[config.mk]
export PLATFORM = sky130hd
export DESIGN_NAME = dvr_ref_ctrl
export DESIGN_NICKNAME = d
export VERILOG_FILES = /design/src/design/dvr_pkg.sv /design/src/design/dvr_validator.sv /design/src/design/dvr_ref_ctrl.sv
export SDC_FILE = /design/constraint.sdc
export NUM_CORES = 1
export LEC_CHECK = 0
export ABC_AREA = 1
export BUFFER_PORTS_ARGS = -buffer_cell sky130_fd_sc_hd__buf_2
export CAP_MARGIN = 30
export CORE_MARGIN = 5
export CORE_UTILIZATION = 65
export DETAILED_ROUTE_END_ITERATION = 7
export PLACE_DENSITY = 0.85
export SYNTH_ARGS = -nofsm -noshare
export SYNTH_HDL_FRONTEND = slang
export SYNTH_SLANG_ARGS = --single-unit
export TNS_END_PERCENT = 1
[constraint.sdc]
create_clock -name mclk -period 3.3 [get_ports mclk]
set_input_delay 0.165 -clock mclk [delete_from_list [all_inputs] [get_ports mclk]]
set_output_delay 0.165 -clock mclk [all_outputs]
set_load 0.03 [all_outputs]
[src/design/dvr_pkg.sv]
package dvr_pkg;
	// clock and timing
	localparam int unsigned MCLK_HZ        = 50_000_000;
	localparam int unsigned SAMPLE_HZ      = 3_000_000;  // code sampling clock
	localparam int unsigned STEP_HZ        = 330_000;    // slewing step clock
	localparam int unsigned SAMPLE_DIV     = MCLK_HZ / SAMPLE_HZ;  // rounds down
	localparam int unsigned STEP_DIV       = MCLK_HZ / STEP_HZ;
	localparam int unsigned STABLE_READS   = 3;          // equal samples needed
	// reference in units of 6.25 mV (lsb)
	localparam int unsigned REF_W          = 8;
	localparam int unsigned CODE_W         = 8;
	localparam logic [7:0]  REF_RESET      = 8'h00;
	localparam logic [7:0]  STEP_LSB       = 8'h01;      // one 6.25 mV step
	localparam logic [5:0]  SLEW_BASE      = 6'h3C;      // 0.3750 V / 6.25 mV = 60
	localparam logic [7:0]  SLEW_UPPER_TOP = 8'h7C;      // 0.7750 V / 6.25 mV = 124
	localparam logic [7:0]  FINE_STEP      = 8'h02;      // 12.5 mV table step in lsb
	localparam logic [7:0]  COARSE_STEP    = 8'h04;      // 25 mV table step in lsb
	// table modes
	typedef enum logic [1:0] {
		DVR_STEPWISE_A,
		DVR_STEPWISE_B,
		DVR_SLEWED_5,
		DVR_SLEWED_6
	} dvr_mode_t;
	// reference output carrier
	typedef struct packed {
		logic [REF_W-1:0] level;   // reference in 6.25 mV units
		logic             busy;    // slewing in progress
		logic             target;  // reference equals level mapped from validated code
	} dvr_ref_t;
endpackage : dvr_pkg

[src/design/dvr_validator.sv]
`timescale 1ns/10ps
// samples the code on sampling ticks and flags a code seen equal three times
module dvr_validator #(
	parameter int unsigned CODE_W = 8,
	parameter int unsigned READS  = 3
) (
	input  wire logic              mclk,
	input  wire logic              rst_n,
	input  wire logic              tick,
	input  wire logic [CODE_W-1:0] code_in,
	output logic                   new_valid,
	output logic      [CODE_W-1:0] code_valid
);
	import dvr_pkg::*;
	localparam int unsigned CW = $clog2(READS + 1);
	logic [CODE_W-1:0] last_q;
	logic [CW-1:0]     cnt_q;
	logic              same;
	logic              hit;

	// refuse a count the compare logic cannot serve
	if (READS < 2) begin : g_reads_chk
		$error("validator needs at least two reads");
	end

	assign same = (code_in == last_q);
	assign hit  = tick && same && (cnt_q == CW'(READS - 1)) && (code_in != code_valid);

	//////////////////////////////////////////////////////////////////////
	// three equal samples
	always_ff @(posedge mclk or negedge rst_n) begin
		if (!rst_n) begin
			last_q     <= '0;
			cnt_q      <= '0;
			code_valid <= '0;
			new_valid  <= 1'b0;
		end else begin
			new_valid <= hit;
			if (tick) begin
				last_q <= code_in;
				if (!same)
					cnt_q <= CW'(1);
				else if (cnt_q < CW'(READS))
					cnt_q <= cnt_q + CW'(1);
			end
			if (hit)
				code_valid <= code_in;
		end
	end

	mismatch_hold_a: assert property (@(posedge mclk) disable iff (!rst_n)
		(tick && !same) |=> (code_valid == $past(code_valid) && !new_valid)) else $error("code taken on mismatch");
endmodule : dvr_validator

[src/design/dvr_ref_ctrl.sv]
`timescale 1ns/10ps
// Overview of operation
// - mode decides: stepwise modes jump, slewed modes ramp to new code.
// - stepwise modes sample the code on each 3 MHz sampling tick.
// - a new code is accepted after three equal consecutive samples.
// - stepwise modes load the reference directly once the code validates.
// - slewed modes sample and validate codes the same way.
// - slewed modes accept multi-step code changes.
// - slewed modes step reference 6.25 mV per 330 kHz tick until equal.
// - slewed tick count equals reference change over 6.25 mV.
// - six-bit slewed mode maps codes through a fixed table, 111111 to 0.375 V.
module dvr_ref_ctrl (
	input  wire logic               mclk,
	input  wire logic               resetn,
	input  wire dvr_pkg::dvr_mode_t mode,
	input  wire logic [7:0]         voltage_id_code,
	output dvr_pkg::dvr_ref_t       ref_out,
	output logic                    code_accepted
);
	import dvr_pkg::*;

	//////////////////////////////////////////////////////////////////////
	// reset release
	logic rst_s1_q;
	logic rst_n;
	always_ff @(posedge mclk or negedge resetn) begin
		if (!resetn) begin
			rst_s1_q <= 1'b0;
			rst_n    <= 1'b0;
		end else begin
			rst_s1_q <= 1'b1;
			rst_n    <= rst_s1_q;
		end
	end

	//////////////////////////////////////////////////////////////////////
	// tick dividers
	localparam int unsigned SW = $clog2(SAMPLE_DIV);
	localparam int unsigned TW = $clog2(STEP_DIV);
	localparam int          SAMPLE_GAP = int'(SAMPLE_DIV);
	localparam int          STEP_GAP   = int'(STEP_DIV);
	logic [SW-1:0] sdiv_q;
	logic [TW-1:0] tdiv_q;
	logic          sample_tick;
	logic          step_tick;

	if (SAMPLE_DIV < 2 || STEP_DIV < 2) begin : g_div_chk
		$error("clock too slow for tick rates");
	end

	assign sample_tick = (sdiv_q == SW'(SAMPLE_DIV - 1));
	assign step_tick   = (tdiv_q == TW'(STEP_DIV - 1));

	always_ff @(posedge mclk or negedge rst_n) begin
		if (!rst_n) begin
			sdiv_q <= '0;
			tdiv_q <= '0;
		end else begin
			sdiv_q <= sample_tick ? '0 : sdiv_q + SW'(1);
			tdiv_q <= step_tick ? '0 : tdiv_q + TW'(1);
		end
	end

	//////////////////////////////////////////////////////////////////////
	// code validation
	logic       new_valid;
	logic [7:0] code_valid;

	dvr_validator #(
		.CODE_W (CODE_W),
		.READS  (STABLE_READS)
	) u_dvr_validator (
		.mclk       (mclk),
		.rst_n      (rst_n),
		.tick       (sample_tick),
		.code_in    (voltage_id_code),
		.new_valid  (new_valid),
		.code_valid (code_valid)
	);

	//////////////////////////////////////////////////////////////////////
	// code to reference level (6.25 mV units)
	// code to level table
	function automatic logic [7:0] code_level(input dvr_mode_t m, input logic [7:0] c);
		logic [4:0] inv;
		logic [7:0] lvl;
		inv = ~c[4:0];  // inverted in 5 bits, so no ones spill into the upper bits
		lvl = 8'h00;
		case (m)
			DVR_SLEWED_6: begin
				// 1xxxxx: 12.5 mV steps above 0.375 V, 0xxxxx: 25 mV steps above 0.775 V
				if (c[5])
					lvl = 8'(SLEW_BASE) + FINE_STEP * 8'(inv);
				else
					lvl = SLEW_UPPER_TOP + COARSE_STEP * 8'(inv);
			end
			DVR_SLEWED_5:
				lvl = SLEW_UPPER_TOP + COARSE_STEP * 8'(inv);
			default:
				lvl = c;  // stepwise modes: code value is the level index
		endcase
		return lvl;
	endfunction : code_level

	wire       slewed     = (mode == DVR_SLEWED_5) || (mode == DVR_SLEWED_6);
	wire [7:0] target_lvl = code_level(mode, code_valid);

	//////////////////////////////////////////////////////////////////////
	// reference update
	typedef enum logic [1:0] {DVR_IDLE, DVR_SLEW} dvr_state_t;
	dvr_state_t state_q;
	dvr_state_t state_d;
	logic [7:0] ref_q;
	logic [7:0] ref_d;

	always_comb begin
		state_d = state_q;
		ref_d   = ref_q;
		case (state_q)
			DVR_IDLE: begin
				if (new_valid && !slewed)
					ref_d = target_lvl;
				else if (new_valid)
					state_d = DVR_SLEW;
			end
			DVR_SLEW: begin
				if (ref_q == target_lvl)
					state_d = DVR_IDLE;
				else if (step_tick)
					ref_d = (ref_q < target_lvl) ? ref_q + STEP_LSB : ref_q - STEP_LSB;
				if (!slewed)
					state_d = DVR_IDLE;
			end
			default: state_d = DVR_IDLE;
		endcase
	end

	always_ff @(posedge mclk or negedge rst_n) begin
		if (!rst_n) begin
			state_q <= DVR_IDLE;
			ref_q   <= REF_RESET;
		end else begin
			state_q <= state_d;
			ref_q   <= ref_d;
		end
	end

	assign ref_out.level  = ref_q;
	assign ref_out.busy   = (state_q == DVR_SLEW);
	assign ref_out.target = (ref_q == target_lvl);
	assign code_accepted  = new_valid;

	//////////////////////////////////////////////////////////////////////
	// checks
	// stepwise jump
	step_jump_a: assert property (@(posedge mclk) disable iff (!rst_n)
		(new_valid && !slewed && state_q == DVR_IDLE) |=> (ref_q == $past(target_lvl)))
		else $error("stepwise reference not loaded");
	// slew moves one lsb only on step tick
	slew_step_a: assert property (@(posedge mclk) disable iff (!rst_n)
		(state_q == DVR_SLEW && slewed && ref_q != target_lvl && step_tick) |=>
		(ref_q == $past(ref_q) + STEP_LSB || ref_q == $past(ref_q) - STEP_LSB))
		else $error("slew step wrong");
	slew_hold_a: assert property (@(posedge mclk) disable iff (!rst_n)
		(state_q == DVR_SLEW && !step_tick) |=> $stable(ref_q))
		else $error("reference moved between ticks");
	table_end_a: assert property (@(posedge mclk) disable iff (!rst_n)
		(mode == DVR_SLEWED_6 && code_valid[5:0] == 6'h3F) |-> (target_lvl == 8'(SLEW_BASE)))
		else $error("table end wrong");
	sample_rate_a: assert property (@(posedge mclk) disable iff (!rst_n)
		sample_tick |=> !sample_tick [*2]) else $error("sample ticks too close");
	// acceptance only on a sampling tick edge
	accept_tick_a: assert property (@(posedge mclk) disable iff (!rst_n)
		$rose(new_valid) |-> $past(sample_tick)) else $error("accept off tick");
	busy_end_a: assert property (@(posedge mclk) disable iff (!rst_n)
		(state_q == DVR_SLEW && ref_q == target_lvl) |=> !ref_out.busy)
		else $error("slew did not stop at target");
	slew_up_a: assert property (@(posedge mclk) disable iff (!rst_n)
		(state_q == DVR_SLEW && slewed && ref_q < target_lvl && step_tick) |=>
		(ref_q == $past(ref_q) + STEP_LSB))
		else $error("slew step not upward");
	slew_down_a: assert property (@(posedge mclk) disable iff (!rst_n)
		(state_q == DVR_SLEW && slewed && ref_q > target_lvl && step_tick) |=>
		(ref_q == $past(ref_q) - STEP_LSB))
		else $error("slew step not downward");
	slew_start_a: assert property (@(posedge mclk) disable iff (!rst_n)
		(state_q == DVR_IDLE && new_valid && slewed) |=> ref_out.busy)
		else $error("slew not started");
	// reference holds in idle without a validated code
	idle_hold_a: assert property (@(posedge mclk) disable iff (!rst_n)
		(state_q == DVR_IDLE && !new_valid) |=> $stable(ref_q))
		else $error("reference moved while idle");
	sample_period_a: assert property (@(posedge mclk) disable iff (!rst_n)
		sample_tick |-> ##SAMPLE_GAP sample_tick) else $error("sampling tick period wrong");
	step_period_a: assert property (@(posedge mclk) disable iff (!rst_n)
		step_tick |-> ##STEP_GAP step_tick) else $error("stepping tick period wrong");

	cover_jump_c: cover property (@(posedge mclk) disable iff (!rst_n) new_valid && !slewed);
	cover_slew_c: cover property (@(posedge mclk) disable iff (!rst_n) $fell(ref_out.busy));
	cover_down_c: cover property (@(posedge mclk) disable iff (!rst_n)
		ref_out.busy && step_tick && ref_q > target_lvl);
	cover_up_c: cover property (@(posedge mclk) disable iff (!rst_n)
		ref_out.busy && step_tick && ref_q < target_lvl);
	cover_five_c: cover property (@(posedge mclk) disable iff (!rst_n)
		ref_out.busy && mode == DVR_SLEWED_5);
endmodule : dvr_ref_ctrl

# Yosys cells after proc, flatten, opt, wreduce, memory -nomap -nowiden
# Index checks and enable logic that the tools add are counted.
word_totals:
  regBits: 43
  wordCells: 63
op_classes:
  n_addsub: 7
  magnitude_cmp: 2
  n_eq_ne: 16
  n_mux: 16
  bitwise_logic: 1
  reduce_logical: 11
ops:
  columns: ["operator", "n"]
  rows:
  - ["8-bit two-way mux", 6]
  - ["8-bit case mux with 2 select lines", 2]
  - ["8-bit by 1-bit adder with 8-bit output, second input constant", 2]
  - ["8-bit equality test", 2]
  - ["2-bit two-way mux", 6]
  - ["7-bit by 7-bit adder with 8-bit output, first input constant", 1]
  - ["8-bit equality test, second input constant", 1]
  - ["8-bit < comparator", 1]
  - ["2-bit != test, second input constant", 4]
  - ["8-bit != test", 1]
  - ["8-bit by 1-bit subtractor with 8-bit output, second input constant", 1]
  - ["6-bit by 6-bit adder with 7-bit output, first input constant", 1]
  - ["2-bit equality test, second input constant", 3]
  - ["5-bit NOT", 1]
  - ["4-bit by 1-bit adder with 4-bit output, second input constant", 1]
  - ["4-bit equality test, second input constant", 1]
  - ["1-bit logical AND", 4]
  - ["4-bit two-way mux", 1]
  - ["2-bit by 1-bit != test with 1-bit output, second input constant", 2]
  - ["2-bit case mux with 2 select lines", 1]
  - ["4-bit AND reduction", 1]
  - ["3-bit != test, second input constant", 1]
  - ["3-bit AND reduction", 1]
  - ["2-bit by 1-bit adder with 2-bit output, second input constant", 1]
  - ["7 further kinds", 7]

# Depth between registers and ports, before layout
# Gate-level depths: netlist of run 1.
depth:
  ltp_word: 9
  ltp_mapped: 23
  mapped_depth_nobuf: 23

# Cells and area by module
# Synthesis of run 1 repeated with hierarchy kept, for this count alone.
unflattened:
  cells_unflattened: 419
  area_unflattened_um2: 3016.6
modules_own_cells:
  columns: ["mod", "n_inst", "cells_each", "area_each_um2", "seq_area_each_um2"]
  rows:
  - ["dvr_ref_ctrl", 1, 257, 1880.6, 575.6]
  - ["dvr_validator", 1, 162, 1136.1, 475.5]

# Worst setup path after synthesis of run 1
# OpenSTA, ideal clock, no wires.
synth_timing:
  path_kind: "reg2reg"
  startpoint: "reg u_dvr_validator.code_valid[1]"
  endpoint: "reg ref_q[6]"
  arrival_ns: 2.967
  path_slack_ns: 0.215
  path_stages_with_launch: 22
  synth_period_minus_slack_ns: 3.085
  path_cell_list: "dfrtp_1 ha_1 nand2_1 nand2_1 nand2_1 nand2_1 o22ai_1 inv_1 nand2_1 inv_1 ha_1 a21oi_1 nor2_1 nor2_1 nand2_1 ha_1 a21oi_1 or2_2 nand4_1 nand3_1 nand3_1 nand2_1"
synth_via:
  elab_chain_cells: 9
  word_cells_on_any_way: 14
  classes_between: "add/sub (2); order compare (1); eq/ne (2); mux (7); bitwise (1); reduce/logical (1)"
synth_lines:
  columns: ["element", "line_no", "rtl"]
  rows:
  - ["start, declared", "dvr_validator.sv:12", "output logic [CODE_W-1:0] code_valid"]
  - ["start signal, assigned", "dvr_validator.sv:47", "code_valid <= code_in;"]
  - ["5-bit NOT", "dvr_ref_ctrl.sv:87", "inv = ~c[4:0];"]
  - ["7-bit by 7-bit adder with 8-bit output / 6-bit by 6-bit adder with 7-bit output (equally long branches)", "dvr_ref_ctrl.sv:95, dvr_ref_ctrl.sv:98, dvr_ref_ctrl.sv:93", null]
  - ["8-bit two-way mux", "dvr_ref_ctrl.sv:92", "if (c[5])"]
  - ["8-bit case mux with 2 select lines *", "dvr_ref_ctrl.sv:89", "case (m)"]
  - ["8-bit < comparator", "dvr_ref_ctrl.sv:130", "ref_d = (ref_q < target_lvl) ? ref_q + STEP_LSB : ref_q - STEP_LSB;"]
  - ["8-bit two-way mux", "dvr_ref_ctrl.sv:130", null]
  - ["8-bit two-way mux", "dvr_ref_ctrl.sv:129", "else if (step_tick)"]
  - ["8-bit two-way mux", "dvr_ref_ctrl.sv:127", "if (ref_q == target_lvl)"]
  - ["8-bit case mux with 2 select lines", "dvr_ref_ctrl.sv:119", "case (state_q)"]
  - ["end signal, assigned", "dvr_ref_ctrl.sv:144", "ref_q <= ref_d;"]
  - ["end, declared", "dvr_ref_ctrl.sv:113", "logic [7:0] ref_q;"]
# Every way passes the cells marked *; elsewhere a longest branch is shown, timed or not. The select of a mux whose other input is x is not followed.
# A chain may end at the register's enable or synchronous reset.

# Final worst setup path of run 1
layout_timing:
  startpoint: "reg u_dvr_validator.code_valid[2]"
  endpoint: "reg ref_q[7]"
# The elaborated chain is that of the path after synthesis.

==> reports/results.ini, run 1 <==
[yosys]
syn_area_per_cell_um2 = 7.713
yosys_warnings = 0
seq_area_frac_synth_pct = 36.14
yosys.area.top_type = dfrtp_1
netlist-cell-type-count = 37
syn_area_um2 = 2908
ys_ff_latch = 42
syn-instance-count = 377
synth_area_leaders = dfrtp_1 (36%), nand2_1 (14%), ha_1 (9.9%)
synth.top_cell.area_share_pct = 36.14
syn-num-nets = 413

[detailed_routing]
detail-route-antenna-nets = 0
routed-via-count = 2587
drc = 0
wirelength_um = 6368
viasPerCell = 5.563
drtIter0Drc = 192
avgRoutedWirePerCell_um = 13.69
firstDrtPassIters = 6

[setup_path]
crit_required_ns = 3.49
worstSetupEndpointType = flop
cp.arrival_ns = 3.35
startpoint_type = flop
crit_type = flop to flop
crit_fanout = 6

[floorplan]
fp.coreArea_um2 = 4354
initial_utilization_pct = 66.78
die_area_um2 = 5911
die-width_um = 76.89
ios = 23
die_y_um = 76.89
row_count = 24

[clocking]
ctsHtreeMaxLevel = 2
cts.clk_slew.worst_paths_ns = 0.08
clock_path_buffers = 2
clock_sinks = 42
cts_root_buf = clkbuf_8
cts-buffers-inserted = 5
cts_tree = yes
clk_latency_ns = 0.30

[sta]
fin_crit_sh_pct = 95.86
tightest_slew_ns = 0.8343
slew_violations = 0
fmax_ghz = 0.3161
setup_ws_ns = 0.1367
slew_headroom_pct = 44.38
hold_viol = 0
clock_skew_ns = 0.008711
min_period_ns = 3.163
setup_viol = 0

[cells_and_area]
area_growth_syn_to_layout_pct = 16.57
seq_area_um2 = 1055
final_cell_mix = nand2_1 (102), inv_1 (50), dfrtp_1 (39)
fillers = 297
drive_gt1_share_pct = 22.28
fin_cells = 465
num-nets-final = 448
multi_input_area_um2 = 1792
antennaDiodeCount = 0
final_common_cell = nand2_1

[global_routing]
grt_max_degree = 22
antenna_found_initial = 0
grt_pass1_wl_um = 10650
grt_pass1_vias = 2381
grt_usage_pct = 21.73
grt_overflow = 0

[place]
port_buffers = 22
gp_congestion = 0.9219
dp_cells = 451
pre_cts_ws_ns = -0.05187
hpwl_um = 4629

[power_and_ir_drop]
p_per_area_nw_per_um2 = 357.4
irDropWorstVdd_mv = 0.3016
p_leak_nw = 1.778

[flow_run]
max-cap-violations = 0

[worst_hold_path]
hold_class = input port to flop

[status]
status = completed

-- critical path: stages, from the launching register on --
cell	delay, ns
dfrtp_2	0.46
ha_2	0.19
nand2_1	0.07
nand2_1	0.06
nand2_1	0.07
nand2_2	0.06
nand2_1	0.05
nand3_1	0.09
nand2_1	0.08
inv_1	0.06
ha_4	0.21
a21oi_1	0.14
nor2_1	0.07
nor2_2	0.22
buf_4	0.17
nand2_4	0.08
ha_1	0.31
nand2_1	0.09
o21ai_0	0.17
a21oi_1	0.06
nand3_1	0.10
nand3_1	0.11
nand2_1	0.08
nand2_1	0.04
-- cell usage after synthesis, drive strengths merged --
cell    count
nand2     110
inv        54
dfrtp      42
o21ai      29
nand3      25
ha         23
nor2       22
a21oi      18
xor2       13
nand4       7
o211ai      5
xnor2       5
nor3        4
clkbuf      3
or2         3
nor4        2
o22ai       2
a21o        1
a31oi       1
a32oi       1
and2        1
buf         1
conb        1
fa          1
nand3b      1
o21a        1
o21bai      1
-- power by group --
group / switching, mW / total, mW / internal [mW]
registers: 0.0276 / 0.557 / 0.529
clock network: 0.180 / 0.352 / 0.173
logic: 0.178 / 0.302 / 0.124
-- cell type report --
| class | count | area share [%] |
|---|---|---|
| clock inverters | 1 | 0.2584 |
| well taps | 52 | 1.920 |
| flip-flops and latches | 42 | 31.12 |
| multi-input cells | 278 | 52.86 |
| repair buffers | 31 | 5.316 |
| inverters | 54 | 5.980 |
| clock buffers | 7 | 2.547 |
-- what timing repair did --
item | 4_1_cts | 5_1_grt
pin swaps | 0 | 11
cloned | 0 | 1
hold endpoints to repair | 2 | 0
setup endpoints to repair | 4 | 6
gates resized for setup | 2 | 33
buffers inserted | 0 | 4
hold buffers | 1 | 0
-- logic make-up (layout without fill, tap and decap cells) --
kind of cell	Yosys count	in the layout	synth area share, %
compound gates	59	59	12.39
xor+xnor	18	18	5.422
fa+ha+maj	24	24	10.59
buf+inv	58	93	8.089
flops	42	42	36.14
other cells	1	1	0.1290
simple gates	175	176	27.24
-- final timing paths --
| check | start | slack [ns] | to | depth (start not counted) |
|---|---|---|---|---|
| min in group asynchronous | resetn | 0.18 | rst_s1_q | 2 |
| min reg2reg | rst_n | 0.34 | sdiv_q[2] | 0 |
| max in group asynchronous | rst_n | 2.18 | ref_q[7] | 1 |
| max reg2reg | u_dvr_validator.code_valid[2] | 0.14 | ref_q[7] | 23 |
| max | u_dvr_validator.code_valid[2] | 0.14 | ref_q[7] | 23 |
| min | voltage_id_code[1] | 0.15 | u_dvr_validator.code_valid[1] | 3 |
-- metrics by stage --
step | setup TNS, ns | area, um^2 | power [mW] | hold slack [ns] | utilization, %
global placement | 0 | 3080 | 0.7966 | -0.05031 | 70.75
finish | 0 | 3390 | 1.211 | 0.1547 | 77.84
detailed placement | -0.07924 | 3080 | 0.8027 | -0.04559 | 70.75
floorplan | 0 | 2908 | 0.7352 | -0.1306 | -
global route | -0.3255 | 3390 | 1.292 | 0.1492 | 77.84
CTS | 0 | 3189 | 1.158 | 0.1499 | 73.25
-- flip-flops by register name, indices dropped and copies added, names as in the netlist --
register	count
ref_q	8
sdiv_q	4
u_dvr_validator.last_q	8
rst_s1_q	1
rst_n	1
u_dvr_validator.cnt_q	2
state_q	1
u_dvr_validator.new_valid	1
tdiv_q	8
u_dvr_validator.code_valid	8
-- routing by layer --
layer	wire (um)	track usage [%]	share of wire, %
met1	2650	27.77	42
met2	3209	37.01	50
met3	338	3.396	5.3
met4	170	7.692	2.7
met5	0	0	0
Note: power is estimated with default switching activity, not from simulation.
==> run 2: changes to the inputs <==
--- a/config.mk
+++ b/config.mk
@@ -8,10 +8,11 @@
 export ABC_AREA = 1
 export BUFFER_PORTS_ARGS = -buffer_cell sky130_fd_sc_hd__buf_2
 export CAP_MARGIN = 30
+export CORE_ASPECT_RATIO = 0.8
 export CORE_MARGIN = 5
-export CORE_UTILIZATION = 65
+export CORE_UTILIZATION = 60
 export DETAILED_ROUTE_END_ITERATION = 7
-export PLACE_DENSITY = 0.85
+export PLACE_DENSITY = 0.8
 export SYNTH_ARGS = -nofsm -noshare
 export SYNTH_HDL_FRONTEND = slang
 export SYNTH_SLANG_ARGS = --single-unit
==> constraint.sdc (replaced) <==
create_clock -name mclk -period 3.2 [get_ports mclk]
set_input_delay 0.16 -clock mclk [delete_from_list [all_inputs] [get_ports mclk]]
set_output_delay 0.16 -clock mclk [all_outputs]
set_load 0.03 [all_outputs]
==> reports/results.ini, run 2 (synthesized netlist as in run 1, its figures left out) <==
[sta]
hold_viol = 0  ; unchanged
slew_violations = 0  ; unchanged
slew_headroom_pct = 60.38  ; +16 points
fmax_ghz = 0.3044  ; -3.7%
tightest_slew_ns = 0.5927  ; -0.2416 ns
setup_ws_ns = -0.08490  ; -0.2216 ns
clock_skew_ns = 0.007135  ; -0.001577 ns
min_period_ns = 3.285  ; +0.1216 ns
fin_crit_sh_pct = 102.7  ; +6.8 points
whs_ns = 0.1536  ; -0.001133 ns
setup_viol = 2  ; +2

[cells_and_area]
area_growth_syn_to_layout_pct = 24.53
fin_cells = 493  ; +6.0%
drive_gt1_share_pct = 27.02  ; +4.7 points
fillers = 298  ; +0.34%
num-nets-final = 468  ; +4.5%
seq_area_um2 = 1051  ; -0.36%
final_area_um2 = 3621  ; +6.8%
final_cell_mix = nand2_1 (96), inv_1 (49), dfrtp_1 (42)
final_common_cell = nand2_1
multi_input_area_um2 = 1851  ; +3.3%
antennaDiodeCount = 0  ; unchanged

[setup_path]
critPathBufInv = 2  ; unchanged
crit_type = flop to flop
cpPeakStageDelay_ns = 0.42  ; -0.04 ns
startpoint_type = flop
r2r_setup_slack_ns = -0.08  ; -0.22 ns
crit_fanout = 5  ; -1
timing.rr.start = u_dvr_validator.code_valid[1]
crit_slowest_cell = dfrtp_1
worstRegToRegCells = 19  ; -17%
cp_common_cell = nand2_2
r2r_end = ref_q[6]
path_cells = buf_6, ha_4, nand2_2, xor2_1, nand2_1, a31oi_1, ha_1, nand2_2, nor2_2, nor2_4, buf_6, nand2_8, ha_4, nand2_2, or2_4, nand4_1, nand3_1, nand3_1, nand2_1
crit_required_ns = 3.39  ; -0.10 ns
cp.arrival_ns = 3.48  ; +0.13 ns
worstSetupEndpointType = flop
critPathTopFamily = simple AND/OR/NAND/NOR gates

[clocking]
clk_latency_ns = 0.30  ; about the same
cts_root_buf = clkbuf_8
clock_path_buffers = 2  ; unchanged
clock_sinks = 42  ; unchanged
ctsHtreeMaxLevel = 2  ; unchanged
cts-buffers-inserted = 5  ; unchanged
cts_tree = yes
cts.clk_slew.worst_paths_ns = 0.08  ; about the same

[status]
violations = setup timing
status = finished, violations left

[floorplan]
ios = 23  ; unchanged
initial_utilization_pct = 62.51  ; -4.3 points
die_y_um = 72.27  ; -6.0%
row_count = 22  ; -8.3%
fp.coreArea_um2 = 4652  ; +6.8%
die_area_um2 = 6347  ; +7.4%
die-width_um = 87.83  ; +14%

[global_routing]
grt_pass1_wl_um = 11120  ; +4.4%
grt_max_degree = 41  ; +86%
grt_pass1_vias = 2518  ; +5.8%
grt_overflow = 0  ; unchanged
grt_usage_pct = 21.82  ; +0.095 points
antenna_found_initial = 0  ; unchanged

[power_and_ir_drop]
irDropWorstVdd_mv = 0.2634  ; -13%
fin_total_pwr_mw = 1.340  ; +11%
p_leak_nw = 1.929  ; +8.5%
p_per_area_nw_per_um2 = 370.0  ; +3.5%

[flow_run]
max-cap-violations = 0  ; unchanged

[detailed_routing]
detail-route-antenna-nets = 0  ; unchanged
firstDrtPassIters = 6  ; unchanged
wirelength_um = 7859  ; +23%
routed-via-count = 2834  ; +9.5%
drtIter0Drc = 372  ; +94%
viasPerCell = 5.748  ; +3.3%
drc = 0  ; unchanged
avgRoutedWirePerCell_um = 15.94  ; +16%

[place]
port_buffers = 22  ; unchanged
dp_cells = 469  ; +4.0%
pre_cts_ws_ns = -0.1675  ; -0.1157 ns
place_area_um2 = 3166  ; +2.8%
hpwl_um = 4789  ; +3.4%
gp_congestion = 0.9635  ; +4.5%

[worst_hold_path]
holdPathEnd = u_dvr_validator.code_valid[4]
min_from = voltage_id_code[4]
hold_class = input port to flop
hold_path_depth = 3  ; unchanged

run 2: per-layer routing:
metal	part of all wire, %	vias up	track usage [%]	wire length, um
met1	42	1312	30.06	3329
met5	0	-	0	0
met3	7.4	44	3.859	579
met2	46	142	34.70	3650
met4	3.8	0	7.496	299
li1	-	1336	-	-
run 2: repair_timing:
| action | 4_1_cts | 5_1_grt |
|---|---|---|
| hold buffers | 1 | 0 |
| endpoints found under the hold margin | 2 | 0 |
| gates cloned | 1 | 0 |
| endpoints found under the setup margin | 6 | 7 |
| gates resized for setup | 5 | 47 |
| pin swaps | 1 | 21 |
| setup buffers | 2 | 12 |
run 2: how the worst max path moves through the flow:
stage | startpoint | endpoint | slack [ns] | cells past startpoint
3_5_place_dp | u_dvr_validator.code_valid[2] | ref_q[7] | -0.17 | 22
5_1_grt | u_dvr_validator.code_valid[1] | ref_q[6] | -0.21 | 21
2_1_floorplan | u_dvr_validator.code_valid[1] | ref_q[6] | 0.12 | 21
6_report | u_dvr_validator.code_valid[1] | ref_q[6] | -0.08 | 19
4_1_cts | u_dvr_validator.code_valid[2] | ref_q[7] | -0.04 | 23
3_3_place_gp | u_dvr_validator.code_valid[1] | ref_q[6] | -0.02 | 21
run 2: final cells by class:
type                    instances  area share (%)
multi-input cells             278           51.11
clock buffers                   7           2.384
inverters                      54           5.598
well taps                      60           2.073
flip-flops and latches         42           29.03
clock inverters                 1          0.1382
repair buffers                 51           9.675
run 2: tightest hold or removal path, delay by kind of cell:
family                 cells  cell delay [ns]
buffers and inverters      2             0.20
AOI/OAI and AO/OA          1             0.06
run 2: through the flow:
step / TNS (ns) / util, %
2_1_floorplan: 0 / -
3_3_place_gp: -0.01753 / 68.05
3_5_place_dp: -0.7204 / 68.05
4_1_cts: -0.1003 / 71.14
5_1_grt: -0.9566 / 77.84
6_report: -0.1239 / 77.84
run 2: power breakdown:
| part | switching, mW | internal (mW) | total [mW] |
|---|---|---|---|
| Clock | 0.183 | 0.174 | 0.357 |
| Combinational | 0.237 | 0.176 | 0.413 |
| Sequential | 0.0235 | 0.546 | 0.569 |
| Total | 0.444 | 0.896 | 1.34 |
